===== src/pkg/fa_pkg.sv =====
/*
  Constants and types for the scan-port flash access block.
  Assumes a 100 MHz system clock and a test clock well below it.
*/
`default_nettype none
package fa_pkg;
  // Widths
  localparam int ADDR_W = 15;
  localparam int SR_W   = 20;
  localparam int RES_W  = 18;
  localparam int CNT_W  = 20;
  // Field positions in the shifted command and payload
  localparam int OP_BIT    = 19;
  localparam int PAY_MSB   = 17;
  localparam int BYTE_LSB  = 10;
  localparam int ADDR_LSB  = 3;
  // Stored scale bits: one-shot select, sense always on, prescaler
  localparam int ONE_SHOT_STROBE_SELECT_POS  = 5;
  localparam int SENSE_ALWAYS_ON_POS  = 4;
  // Indirect register selects held in the instruction register
  localparam logic [1:0] SEL_CTRL  = 2'h0;
  localparam logic [1:0] SEL_DATA  = 2'h1;
  localparam logic [1:0] SEL_ADDR  = 2'h2;
  localparam logic [1:0] SEL_SCALE = 2'h3;
  localparam logic [1:0] IR_CAPTURE = 2'h1;
  // Mode codes of the control register
  localparam logic [3:0] WMODE_STORE  = 4'h0;
  localparam logic [3:0] WMODE_PROG   = 4'h1;
  localparam logic [3:0] WMODE_ERASE  = 4'h2;
  localparam logic [3:0] RMODE_STORE  = 4'h0;
  localparam logic [3:0] RMODE_BLOCK  = 4'h1;
  localparam logic [3:0] RMODE_SINGLE = 4'h2;
  // Keys and addresses
  localparam logic [7:0] ERASE_KEY = 8'hA5;
  localparam logic [3:0] SCL_LOCKED = 4'hF;
  localparam logic [ADDR_W-1:0] ALL_ERASE_LO = 15'h7DFE;
  localparam logic [ADDR_W-1:0] RESERVED_LO  = 15'h7E00;
  // Timing
  localparam int CLK_PERIOD_NS = 10;
  localparam int ONESHOT_NS    = 50;
  localparam int ONESHOT_CYC   = (ONESHOT_NS / CLK_PERIOD_NS) < 1 ? 1
                                 : ONESHOT_NS / CLK_PERIOD_NS;
  localparam int PROG_TICKS    = 1;
  localparam int ERASE_TICKS   = 10;
  // Test access port states, Gray steps along the data path
  typedef enum logic [3:0] {
    TLR = 4'h0, RTI = 4'h1, SEL_DR = 4'h3, CAP_DR = 4'h2,
    SH_DR = 4'h6, EX1_DR = 4'h7, PA_DR = 4'h5, EX2_DR = 4'h4,
    UP_DR = 4'hC, SEL_IR = 4'hD, CAP_IR = 4'hF, SH_IR = 4'hE,
    EX1_IR = 4'hA, PA_IR = 4'hB, EX2_IR = 4'h9, UP_IR = 4'h8
  } tap_type;
  typedef enum logic {OP_IDLE = 1'b0, OP_RUN = 1'b1} op_type;
  typedef enum logic [1:0] {K_READ = 2'h0, K_PROG = 2'h1, K_ERASE = 2'h3} kind_type;
endpackage
`default_nettype wire


===== src/flash_access.sv =====
/*
  Scan-port flash access logic: a test access port whose indirect
  registers drive byte reads, byte programs and erases of a flash macro.
  Assumes the macro reports data and fail on the cycle a strobe ends.
*/
// Behaviour
// - Write mode 0000: data port write only stores the byte.
// - Write mode 0001: program byte at address, then address plus one.
// - Write mode 0010: key A5 erases page to FF; address unchanged.
// - Erase at 7DFE or 7DFF erases all user flash, not 7E00-7FFF.
// - Read mode 0000: data port read returns stored value, no access.
// - Read mode 0001: each data read starts a byte read when idle.
// - Read mode 0010: start only if idle and previous result fetched.
// - Data port is data byte 9:2, fail bit 1, busy bit 0.
// - Fail reads 1 when the previous flash operation failed.
// - Busy is 1 during a request; accesses then are held, not started.
// - Scale bit 7 picks one-cycle or 50 ns read strobe.
// - Scale bit 6 keeps sense amplifiers always on, else only reads.
// - Scale bits 5 and 4 read zero and ignore writes.
// - Prescaler 1111 refuses every read, program and erase.
// - Command bits 19:18: 0x polls, 10 reads, 11 writes.
// - Capture gives zero, read result in 18:1, busy in bit 0.
// - Commands while busy are held and start once busy reads low.
`timescale 1ns/1ps
`default_nettype none
module flash_access (
  // System
  input  wire logic                        clock,
  input  wire logic                        nrst,
  input  wire logic                        ce,
  // Test port pins
  input  wire logic                        tck,
  input  wire logic                        tms,
  input  wire logic                        tdi,
  output var  logic                        tdo,
  output var  logic                        tdo_oe_n,
  // Flash macro
  output var  logic [fa_pkg::ADDR_W-1:0]   flash_addr,
  output var  logic [7:0]                  flash_wdata,
  output var  logic                        flash_rd,
  output var  logic                        flash_prog,
  output var  logic                        flash_erase,
  output var  logic                        flash_erase_all,
  output var  logic                        flash_sense_en,
  input  wire logic [7:0]                  flash_rdata,
  input  wire logic                        flash_fail
);
  import fa_pkg::*;

  typedef struct packed {
    logic             tck_m, tck_s, tck_p, tms_m, tms_s, tdi_m, tdi_s;
    tap_type          tap;
    logic [1:0]       ir, ir_sh;
    logic [SR_W-1:0]  dr_sh;
    logic [RES_W-1:0] rd_result;
    logic             pend, pend_wr;
    logic [1:0]       pend_ir;
    logic [RES_W-1:0] pend_pay;
    logic [7:0]       mode, data;
    logic             fail, fresh;
    logic [ADDR_W-1:0] addr;
    logic [5:0]       scale;
    op_type           op;
    kind_type         kind;
    logic [CNT_W-1:0] cnt;
    logic             tdo, tdo_oe_n;
    logic [ADDR_W-1:0] fl_addr;
    logic [7:0]       fl_wdata;
    logic             fl_rd, fl_prog, fl_erase, fl_erase_all, fl_sense;
  } state_type;

  state_type        q_reg, q_next;
  logic             rise, fall, busy, ex_go, ex_wr, start, all_erase;
  logic [1:0]       ex_ir;
  logic [RES_W-1:0] ex_pay;
  kind_type         st_kind;

  // One step of the standard access port graph
  function automatic tap_type tap_step(input tap_type s, input logic m);
    tap_type n;
    case (s)
      TLR:     n = m ? TLR : RTI;
      RTI:     n = m ? SEL_DR : RTI;
      SEL_DR:  n = m ? SEL_IR : CAP_DR;
      CAP_DR:  n = m ? EX1_DR : SH_DR;
      SH_DR:   n = m ? EX1_DR : SH_DR;
      EX1_DR:  n = m ? UP_DR : PA_DR;
      PA_DR:   n = m ? EX2_DR : PA_DR;
      EX2_DR:  n = m ? UP_DR : SH_DR;
      UP_DR:   n = m ? SEL_DR : RTI;
      SEL_IR:  n = m ? TLR : CAP_IR;
      CAP_IR:  n = m ? EX1_IR : SH_IR;
      SH_IR:   n = m ? EX1_IR : SH_IR;
      EX1_IR:  n = m ? UP_IR : PA_IR;
      PA_IR:   n = m ? EX2_IR : PA_IR;
      EX2_IR:  n = m ? UP_IR : SH_IR;
      UP_IR:   n = m ? SEL_DR : RTI;
      default: n = TLR;
    endcase
    return n;
  endfunction

  // Whole next state; the test clock is only sampled, never used as a clock
  always_comb
  begin
    q_next = q_reg;
    ex_go = 1'b0;
    ex_wr = 1'b0;
    ex_ir = SEL_CTRL;
    ex_pay = '0;
    start = 1'b0;
    st_kind = K_READ;
    all_erase = 1'b0;
    // Two flops on every test port pin before anything looks at it
    q_next.tck_m = tck;
    q_next.tck_s = q_reg.tck_m;
    q_next.tck_p = q_reg.tck_s;
    q_next.tms_m = tms;
    q_next.tms_s = q_reg.tms_m;
    q_next.tdi_m = tdi;
    q_next.tdi_s = q_reg.tdi_m;
    rise = q_reg.tck_s & ~q_reg.tck_p;
    fall = ~q_reg.tck_s & q_reg.tck_p;
    busy = (q_reg.op == OP_RUN);

    // Capture and shift on the rising test edge
    if (rise)
    begin
      q_next.tap = tap_step(q_reg.tap, q_reg.tms_s);
      case (q_reg.tap)
        TLR:     q_next.ir = SEL_CTRL;
        CAP_DR:  q_next.dr_sh = {1'b0, q_reg.rd_result, busy};
        SH_DR:   q_next.dr_sh = {q_reg.tdi_s, q_reg.dr_sh[SR_W-1:1]};
        CAP_IR:  q_next.ir_sh = IR_CAPTURE;
        SH_IR:   q_next.ir_sh = {q_reg.tdi_s, q_reg.ir_sh[1]};
        default: q_next.tap = tap_step(q_reg.tap, q_reg.tms_s);
      endcase
      // held command starts once busy is captured low
      if (q_reg.tap == CAP_DR && q_reg.pend && !busy)
      begin
        ex_go = 1'b1;
        ex_wr = q_reg.pend_wr;
        ex_ir = q_reg.pend_ir;
        ex_pay = q_reg.pend_pay;
        q_next.pend = 1'b0;
      end
    end

    // Output and update on the falling test edge
    if (fall)
    begin
      q_next.tdo_oe_n = 1'b1;
      if (q_reg.tap == SH_DR)
      begin
        q_next.tdo = q_reg.dr_sh[0];
        q_next.tdo_oe_n = 1'b0;
      end
      if (q_reg.tap == SH_IR)
      begin
        q_next.tdo = q_reg.ir_sh[0];
        q_next.tdo_oe_n = 1'b0;
      end
      if (q_reg.tap == UP_IR)
        q_next.ir = q_reg.ir_sh;
      // opcode 1x acts, 0x is a poll
      if (q_reg.tap == UP_DR && q_reg.dr_sh[OP_BIT])
      begin
        if (busy)
        begin
          q_next.pend = 1'b1;
          q_next.pend_wr = q_reg.dr_sh[OP_BIT-1];
          q_next.pend_ir = q_reg.ir;
          q_next.pend_pay = q_reg.dr_sh[PAY_MSB:0];
        end
        else
        begin
          ex_go = 1'b1;
          ex_wr = q_reg.dr_sh[OP_BIT-1];
          ex_ir = q_reg.ir;
          ex_pay = q_reg.dr_sh[PAY_MSB:0];
        end
      end
    end

    // Indirect register writes, payload taken from the top
    if (ex_go && ex_wr)
    begin
      case (ex_ir)
        SEL_CTRL:  q_next.mode = ex_pay[PAY_MSB -: 8];
        SEL_ADDR:  q_next.addr = ex_pay[PAY_MSB:ADDR_LSB];
        SEL_SCALE: q_next.scale = {ex_pay[PAY_MSB -: 2], ex_pay[BYTE_LSB +: 4]};
        default:
        begin
          q_next.data = ex_pay[PAY_MSB -: 8];
          if (q_reg.mode[7:4] == WMODE_PROG)
          begin
            start = 1'b1;
            st_kind = K_PROG;
          end
          if (q_reg.mode[7:4] == WMODE_ERASE && ex_pay[PAY_MSB -: 8] == ERASE_KEY)
          begin
            start = 1'b1;
            st_kind = K_ERASE;
          end
        end
      endcase
    end

    // Indirect register reads, result right-justified
    if (ex_go && !ex_wr)
    begin
      case (ex_ir)
        SEL_CTRL:  q_next.rd_result = {10'h000, q_reg.mode};
        SEL_ADDR:  q_next.rd_result = {3'h0, q_reg.addr};
        SEL_SCALE: q_next.rd_result = {10'h000, q_reg.scale[5:4], 2'h0, q_reg.scale[3:0]};
        default:
        begin
          q_next.rd_result = {8'h00, q_reg.data, q_reg.fail, busy};
          q_next.fresh = 1'b0;
          if (q_reg.mode[3:0] == RMODE_BLOCK)
            start = 1'b1;
          // single reads skip while a result waits
          if (q_reg.mode[3:0] == RMODE_SINGLE && !q_reg.fresh)
            start = 1'b1;
        end
      endcase
    end

    // Launch, refused when locked or for an erase aimed at the reserved area
    all_erase = (q_reg.addr[ADDR_W-1:1] == ALL_ERASE_LO[ADDR_W-1:1]);
    if (start)
    begin
      if (q_reg.scale[3:0] == SCL_LOCKED
          || (st_kind == K_ERASE && q_reg.addr >= RESERVED_LO))
        q_next.fail = 1'b1;
      else
      begin
        q_next.op = OP_RUN;
        q_next.kind = st_kind;
        q_next.fail = 1'b0;
        q_next.fl_addr = q_reg.addr;
        q_next.fl_wdata = q_next.data;
        case (st_kind)
          K_PROG:
          begin
            q_next.fl_prog = 1'b1;
            q_next.cnt = CNT_W'((PROG_TICKS << q_reg.scale[3:0]) - 1);
          end
          K_ERASE:
          begin
            q_next.fl_erase = 1'b1;
            // whole user space, reserved area left alone
            q_next.fl_erase_all = all_erase;
            q_next.cnt = CNT_W'((ERASE_TICKS << q_reg.scale[3:0]) - 1);
          end
          default:
          begin
            q_next.fl_rd = 1'b1;
            // strobe width from the one-shot select
            q_next.cnt = q_reg.scale[ONE_SHOT_STROBE_SELECT_POS] ? CNT_W'(ONESHOT_CYC - 1) : '0;
          end
        endcase
      end
    end

    // Running operation; program and erase time scale with the prescaler
    if (q_reg.op == OP_RUN)
    begin
      if (q_reg.cnt != '0)
        q_next.cnt = q_reg.cnt - 1'b1;
      else
      begin
        q_next.op = OP_IDLE;
        q_next.fl_rd = 1'b0;
        q_next.fl_prog = 1'b0;
        q_next.fl_erase = 1'b0;
        q_next.fl_erase_all = 1'b0;
        q_next.fail = flash_fail;
        if (q_reg.kind == K_READ)
        begin
          q_next.data = flash_rdata;
          q_next.fresh = 1'b1;
        end
        if (q_reg.kind == K_PROG)
          q_next.addr = q_reg.addr + 1'b1;
      end
    end

    // sense amplifiers always on or only while reading
    q_next.fl_sense = q_next.scale[SENSE_ALWAYS_ON_POS]
                      | (q_next.op == OP_RUN && q_next.kind == K_READ);
  end

  // State register; clock enable low freezes everything
  always_ff @(posedge clock or negedge nrst)
  begin
    if (!nrst)
      q_reg <= '0;
    else if (ce)
      q_reg <= q_next;
  end

  // Outputs straight from the state register
  assign tdo             = q_reg.tdo;
  assign tdo_oe_n        = q_reg.tdo_oe_n;
  assign flash_addr      = q_reg.fl_addr;
  assign flash_wdata     = q_reg.fl_wdata;
  assign flash_rd        = q_reg.fl_rd;
  assign flash_prog      = q_reg.fl_prog;
  assign flash_erase     = q_reg.fl_erase;
  assign flash_erase_all = q_reg.fl_erase_all;
  assign flash_sense_en  = q_reg.fl_sense;
endmodule
`default_nettype wire


===== config.mk =====
export PLATFORM = sky130hd
export DESIGN_NAME = flash_access
export DESIGN_NICKNAME = d
export VERILOG_FILES = /design/src/pkg/fa_pkg.sv /design/src/flash_access.sv
export SDC_FILE = /design/constraint.sdc
export NUM_CORES = 1
export LEC_CHECK = 0
export BUFFER_PORTS_ARGS = -buffer_cell sky130_fd_sc_hd__clkbuf_2
export CAP_MARGIN = 20
export CORE_MARGIN = 2
export CORE_UTILIZATION = 50
export CTS_CLUSTER_DIAMETER = 150
export CTS_CLUSTER_SIZE = 24
export DETAILED_ROUTE_END_ITERATION = 10
export GPL_TIMING_DRIVEN = 0
export PLACE_DENSITY = 0.66
export SLEW_MARGIN = 20
export SYNTH_ARGS = -nofsm -noshare
export SYNTH_HDL_FRONTEND = slang
export SYNTH_SLANG_ARGS = --single-unit

===== constraint.sdc =====
create_clock -name clock -period 3.75 [get_ports clock]
set_input_delay 0 -clock clock [delete_from_list [all_inputs] [get_ports clock]]
set_output_delay 0 -clock clock [all_outputs]
set_load 0.03 [all_outputs]

* Yosys cells after proc, flatten, opt, wreduce, memory -nomap -nowiden
Index checks and enable logic that the tools add are counted.
** Storage, ports and cells
- Bits in registers :: 167
- Output and inout bits :: 30
** Cells by class
- Add/subtract/negate cells :: 4
- $lt $le $gt $ge :: 1
- Equality and inequality tests :: 27
- Shifts and indexed selects :: 2
- Mux-type cells :: 90
- Bitwise logic cells :: 6
- Reductions and logical operators :: 37
** Operators with widths (number)
- two-way mux 18 bit :: 5
- one-hot mux 20 bit (2 select lines) :: 2
- two-way mux 22 bit :: 3
- two-way mux 25 bit :: 2
- two-way mux 23 bit :: 2
- one-hot mux 15 bit (3 select lines) :: 1
- two-way mux 20 bit :: 2
- subtractor 20 x 2 -> 20 bit, second input constant :: 2
- equality test 4 bit, second input constant :: 9
- two-way mux 4 bit :: 9
- one-hot mux 4 bit (9 select lines) :: 1
- two-way mux 2 bit :: 17
- two-way mux 1 bit :: 33
- two-way mux 15 bit :: 2
- two-way mux 24 bit :: 1
- two-way mux 8 bit :: 3
- two-way mux 21 bit :: 1
- nonzero test 20 bit :: 1
- left shift 1 x 4 -> 20 bit, first input constant :: 1
- left shift 4 x 4 -> 20 bit, first input constant :: 1
- subtractor 20 x 1 -> 20 bit, second input constant :: 1
- AND reduction 3 bit :: 6
- equality test 4 x 2 -> 1 bit, second input constant :: 4
- equality test 4 x 3 -> 1 bit, second input constant :: 4
- other kinds (25) :: 54

* Logic depth before layout (Yosys ltp)
- Word-level depth :: 22
- Depth in mapped cells :: 20
- Depth with buffers taken out :: 17

* Least setup slack after synthesis
OpenSTA, ideal clock, no wires.
- Kind :: register to register
- From :: reg q_reg[91] (netlist bit)
- To :: reg q_reg[47] (netlist bit)
- Setup time :: 0.126 ns
- Arrival :: 3.858 ns
- Slack :: -0.234 ns
- Stages on the path, launching flop included :: 14
- Period minus slack after synthesis :: 3.984 ns
- Cell sequence :: dfrtp_1 > or4b_2 > a221oi_2 > o2111a_2 > nand3_1 > ha_1 > mux2i_2 > nor2b_1 > o311ai_0 > a211o_1 > a21o_1 > nor2b_1 > xnor2_1 > a221o_1
** On the way
- Longest elaborated chain between the ends :: 12
** RTL lines
- start: declaration :: RTL line flash_access.sv:72 : state_type q_reg, q_next;
- start signal: assignment :: RTL line flash_access.sv:300 : q_reg <= q_next;
- equality test 4 x 1 -> 1 bit or equality test 4 x 2 -> 1 bit (tied branches) :: RTL line flash_access.sv:195, flash_access.sv:200
- two-way mux 1 bit or logical AND 1 bit (tied branches) :: RTL line flash_access.sv:195, flash_access.sv:200
- two-way mux 1 bit or two-way mux 2 bit (tied branches) :: RTL line flash_access.sv:200 : if (q_reg.mode[7:4] == WMODE_ERASE && ex_pay[PAY_MSB -: 8] == ERASE_KEY)
- two-way mux 1 bit or two-way mux 2 bit (tied branches) :: RTL line flash_access.sv:188 : case (ex_ir)
- two-way mux 1 bit or two-way mux 2 bit (tied branches) :: RTL line flash_access.sv:186 : if (ex_go && ex_wr)
- two-way mux 1 bit or equality test 2 bit (tied branches) :: RTL line flash_access.sv:220, flash_access.sv:234, flash_access.sv:243
- two-way mux 1 bit or logical AND 1 bit (tied branches) :: RTL line flash_access.sv:223, flash_access.sv:234
- two-way mux 1 bit or logical OR 1 bit (tied branches) :: RTL line flash_access.sv:212, flash_access.sv:234
- two-way mux 1 bit or two-way mux 23 bit (tied branches) :: RTL line flash_access.sv:210, flash_access.sv:233
- two-way mux 23 bit * :: RTL line flash_access.sv:231 : if (start)
- two-way mux 20 bit :: RTL line flash_access.sv:269 : if (q_reg.cnt != '0)
- two-way mux 20 bit * :: RTL line flash_access.sv:267 : if (q_reg.op == OP_RUN)
Every way passes the cells marked *; elsewhere a longest branch is shown, timed or not.
A chain may end at the register's enable or synchronous reset.

* Worst setup path after layout
- From :: reg q_reg[156] (netlist bit)
- To :: reg q_reg[47] (netlist bit)
** On the way
- Longest elaborated chain between the ends :: 20
** RTL lines
- equality test 4 x 2 -> 1 bit :: RTL line flash_access.sv:139 : if (q_reg.tap == CAP_DR && q_reg.pend && !busy)
- logical AND 1 bit (2 in a row) :: RTL line flash_access.sv:139
- two-way mux 18 bit :: RTL line flash_access.sv:139
- two-way mux 18 bit :: RTL line flash_access.sv:127 : if (rise)
- two-way mux 18 bit :: RTL line flash_access.sv:168 : if (busy)
- two-way mux 18 bit :: RTL line flash_access.sv:166 : if (q_reg.tap == UP_DR && q_reg.dr_sh[OP_BIT])
- two-way mux 18 bit :: RTL line flash_access.sv:150 : if (fall)
- equality test 8 bit :: RTL line flash_access.sv:200
- (+3 left out)
- two-way mux 1 bit or two-way mux 2 bit (tied branches) :: RTL line flash_access.sv:186
- two-way mux 1 bit or equality test 2 bit (tied branches) :: RTL line flash_access.sv:220, flash_access.sv:234, flash_access.sv:243
- two-way mux 1 bit or logical AND 1 bit (tied branches) :: RTL line flash_access.sv:223, flash_access.sv:234
- two-way mux 1 bit or logical OR 1 bit (tied branches) :: RTL line flash_access.sv:212, flash_access.sv:234
- two-way mux 1 bit or two-way mux 23 bit (tied branches) :: RTL line flash_access.sv:210, flash_access.sv:233
- two-way mux 23 bit * :: RTL line flash_access.sv:231
- two-way mux 20 bit :: RTL line flash_access.sv:269
- two-way mux 20 bit * :: RTL line flash_access.sv:267
Marks and branches as above.

==> out/metrics.cfg <==
[grt]
grt_pass1_wl_um=40900
grt_pass1_vias=7364
use_met1_pct=39.7
grt_overflow=0
antenna_found_initial=0
busiest_layer=met2
grt_util_met3_pct=4.87
grt_max_degree=86
track_usage_pct=26.8
grt_use_met2_pct=40.3

[cells_and_area]
fin_cells=1335
insertedDiodeCount=0
largest_reg_flops=126
fin_nets=1115
multi_input_area_um2=4870
drive_gt1_share_pct=21.7
fill_cells=1532
area_delta_synth_final_pct=19.4
regArea_um2=4030

[logic_synthesis]
yosys-top-cells-count=dfrtp_1 (161), nand2_1 (134), o21ai_0 (89)
synth_top_area_cell=dfrtp_1
netlist_instances=994
yosys_warnings=0
ys_ff_latch=161
ys_top_cells_by_area=dfrtp_1 (44%), nand2_1 (5.5%), o21ai_0 (4.9%)
synth_top_flop_cell=dfrtp_1
netlist-cell-type-count=76
async_flop_share_pct=100
syn_avg_cell_area_um2=9.18
synth_area_um2=9120
synth_edf_count=0
mappedNetlistNets=1016
yosysMostFrequentCell=dfrtp_1
synth_top_area_share_pct=44.2
ys_seq_area_share_pct=44.2

[die]
placementRows=49
die_w_um=139
die_y_um=139
die_area_um2=19300
placeableCoreArea_um2=17900
ioPinCount=45
start_util_pct=51.0

[timing]
fin_ws_ns=-0.0890
skew_ns=0.0121
slew_headroom_pct=37.0
drv_slew=0
period_share_pct=102
rsz0062_at_grt=true
hold_viol=0
period_minus_slack_ns=3.84
finalSetupViolations=3
fmax_mhz=260
worstMarginPinSlew_ns=0.938

[routing]
drtIter0Drc=759
wl_per_cell_um=19.6
wl_um=26100
vias=8102
vias_per_cell=6.07
dr.pass1.iters=5
final_antenna_net_count=0
drc=0

[placed_design]
dp_cells=1267
hpwlAfterDp_um=18500
portBuffers=43
globalplace.congestion=0.938

[setup_path]
crit_start=q_reg[156]
critical_path_class=register to register
worstPathMaxFanout=10
crit_end=q_reg[47]
cp.required_ns=4.06
r2r-end=q_reg[47]
cp_data_arrival_time_ns=4.15
worst_setup_path_start_kind=register
r2r_setup_slack_ns=-0.09
cp-end-kind=register
reg2reg_from=q_reg[156]
rr_worst_depth=17

[power]
leakagePower_nw=4.76
power_mw=4.58
ir_drop_mv=0.331
power-per-cell-area_nw_per_um2=421

[hold_path]
hp-class=input port to async pin

[clocking]
cts_num_sinks=161
clk_pin_slew_worst_paths_ns=0.07
cts_made_buffers=17
clkLatencyLatePin_ns=0.44
cts_root_buffer=clkbuf_16
cts_tree=built
htree_levels=4
clock_path_buffers=2

[status]
violations=setup timing
status=finished, violations left

[run]
drv_cap=0

-- worst max-delay path, cell delays in order (launching register included) --
cell      delay [ns]
dfrtp_1         0.37
buf_6           0.13
nor4b_4         0.41
nand3_4         0.12
a221oi_2        0.31
o2111a_2        0.31
nand3_4         0.11
buf_4           0.15
inv_2           0.09
ha_4            0.18
clkbuf_8        0.17
a21oi_1         0.07
a31oi_1         0.27
nand2_1         0.21
o21a_1          0.20
nor2b_2         0.16
xnor2_1         0.13
a221o_1         0.31
-- placed cells by master, fill, tap and decap left out, drive strengths merged, types with 7 or more instances in the layout --
master,n
inv,35
nand3,37
and2,8
a21o,9
nand2,135
o211ai,18
a21oi,72
ha,7
nand2b,9
nand3b,7
buf,64
a22oi,7
a31oi,11
or4,8
dlygate4sd3,13
nor3,20
nand4,9
clkbuf,99
nor2,65
dfrtp,161
mux2i,28
o22ai,17
a22o,19
mux2,43
or3,9
o21ai,91
and3,7
-- layout make-up --
type | instances | area share (%)
buffer | 77 | 4.02
clock buffer | 18 | 4.03
clock inverter | 14 | 1.47
inverter | 26 | 0.896
multi-input combinational | 729 | 44.7
sequential | 161 | 37.0
tap | 229 | 2.63
timing repair buffer | 81 | 5.28
-- worst min path at each step --
stage                   to  from  slack [ns]  cells past startpoint
3_5_place_dp   q_next[160]  nrst        0.07                      1
4_1_cts        q_next[160]  nrst        0.18                      2
3_3_place_gp   q_next[165]   tck        0.23                      2
2_1_floorplan         busy  nrst       -0.30                      0
5_1_grt        q_next[160]  nrst        0.17                      2
6_report       q_next[160]  nrst        0.12                      2
-- metrics by stage --
step	setup WS [ns]	hold WS (ns)	TNS (ns)	util, %	area [um^2]
finish	-0.0890	0.119	-0.179	60.8	10900
CTS	0.00250	0.178	0	59.5	10700
global placement	-0.710	0.234	-60.09	53.9	9660
floorplan	-0.0147	-0.296	-0.0147	-	9150
detailed placement	-0.715	0.0692	-7.30	54.2	9700
global route	-0.248	0.168	-1.14	60.8	10900
-- routing by layer --
| metal | part of all wire [%] | vias to the layer above |
|---|---|---|
| met5 | 0 | - |
| met4 | 1.7 | 0 |
| met3 | 6.8 | 40 |
| met1 | 47 | 3960 |
| met2 | 45 | 297 |
| li1 | - | 3805 |
-- power breakdown --
group	total, mW	internal [mW]	switching, mW
combinational	0.700	0.303	0.398
sequential	2.11	1.91	0.198
clock	1.78	0.968	0.808
total	4.58	3.18	1.40
-- cells by family (layout without fill, tap and decap cells) --
| group | count (synthesis) | count (layout) | share of synthesized area (%) |
|---|---|---|---|
| compound gates | 294 | 294 | 20.4 |
| xor+xnor | 10 | 10 | 0.960 |
| fa+ha+maj | 7 | 7 | 0.960 |
| buf+inv | 104 | 216 | 5.76 |
| flops | 161 | 161 | 44.2 |
| mux | 71 | 71 | 8.75 |
| simple gates | 347 | 347 | 19.0 |
-- repair_timing --
item	in CTS	in global routing
hold buffers	13	0
setup buffers	10	15
pin swaps	12	23
setup endpoints to repair	18	11
hold endpoints to repair	88	0
gates resized for setup	34	22
No activity file was read; power rests on OpenSTA's default activity.
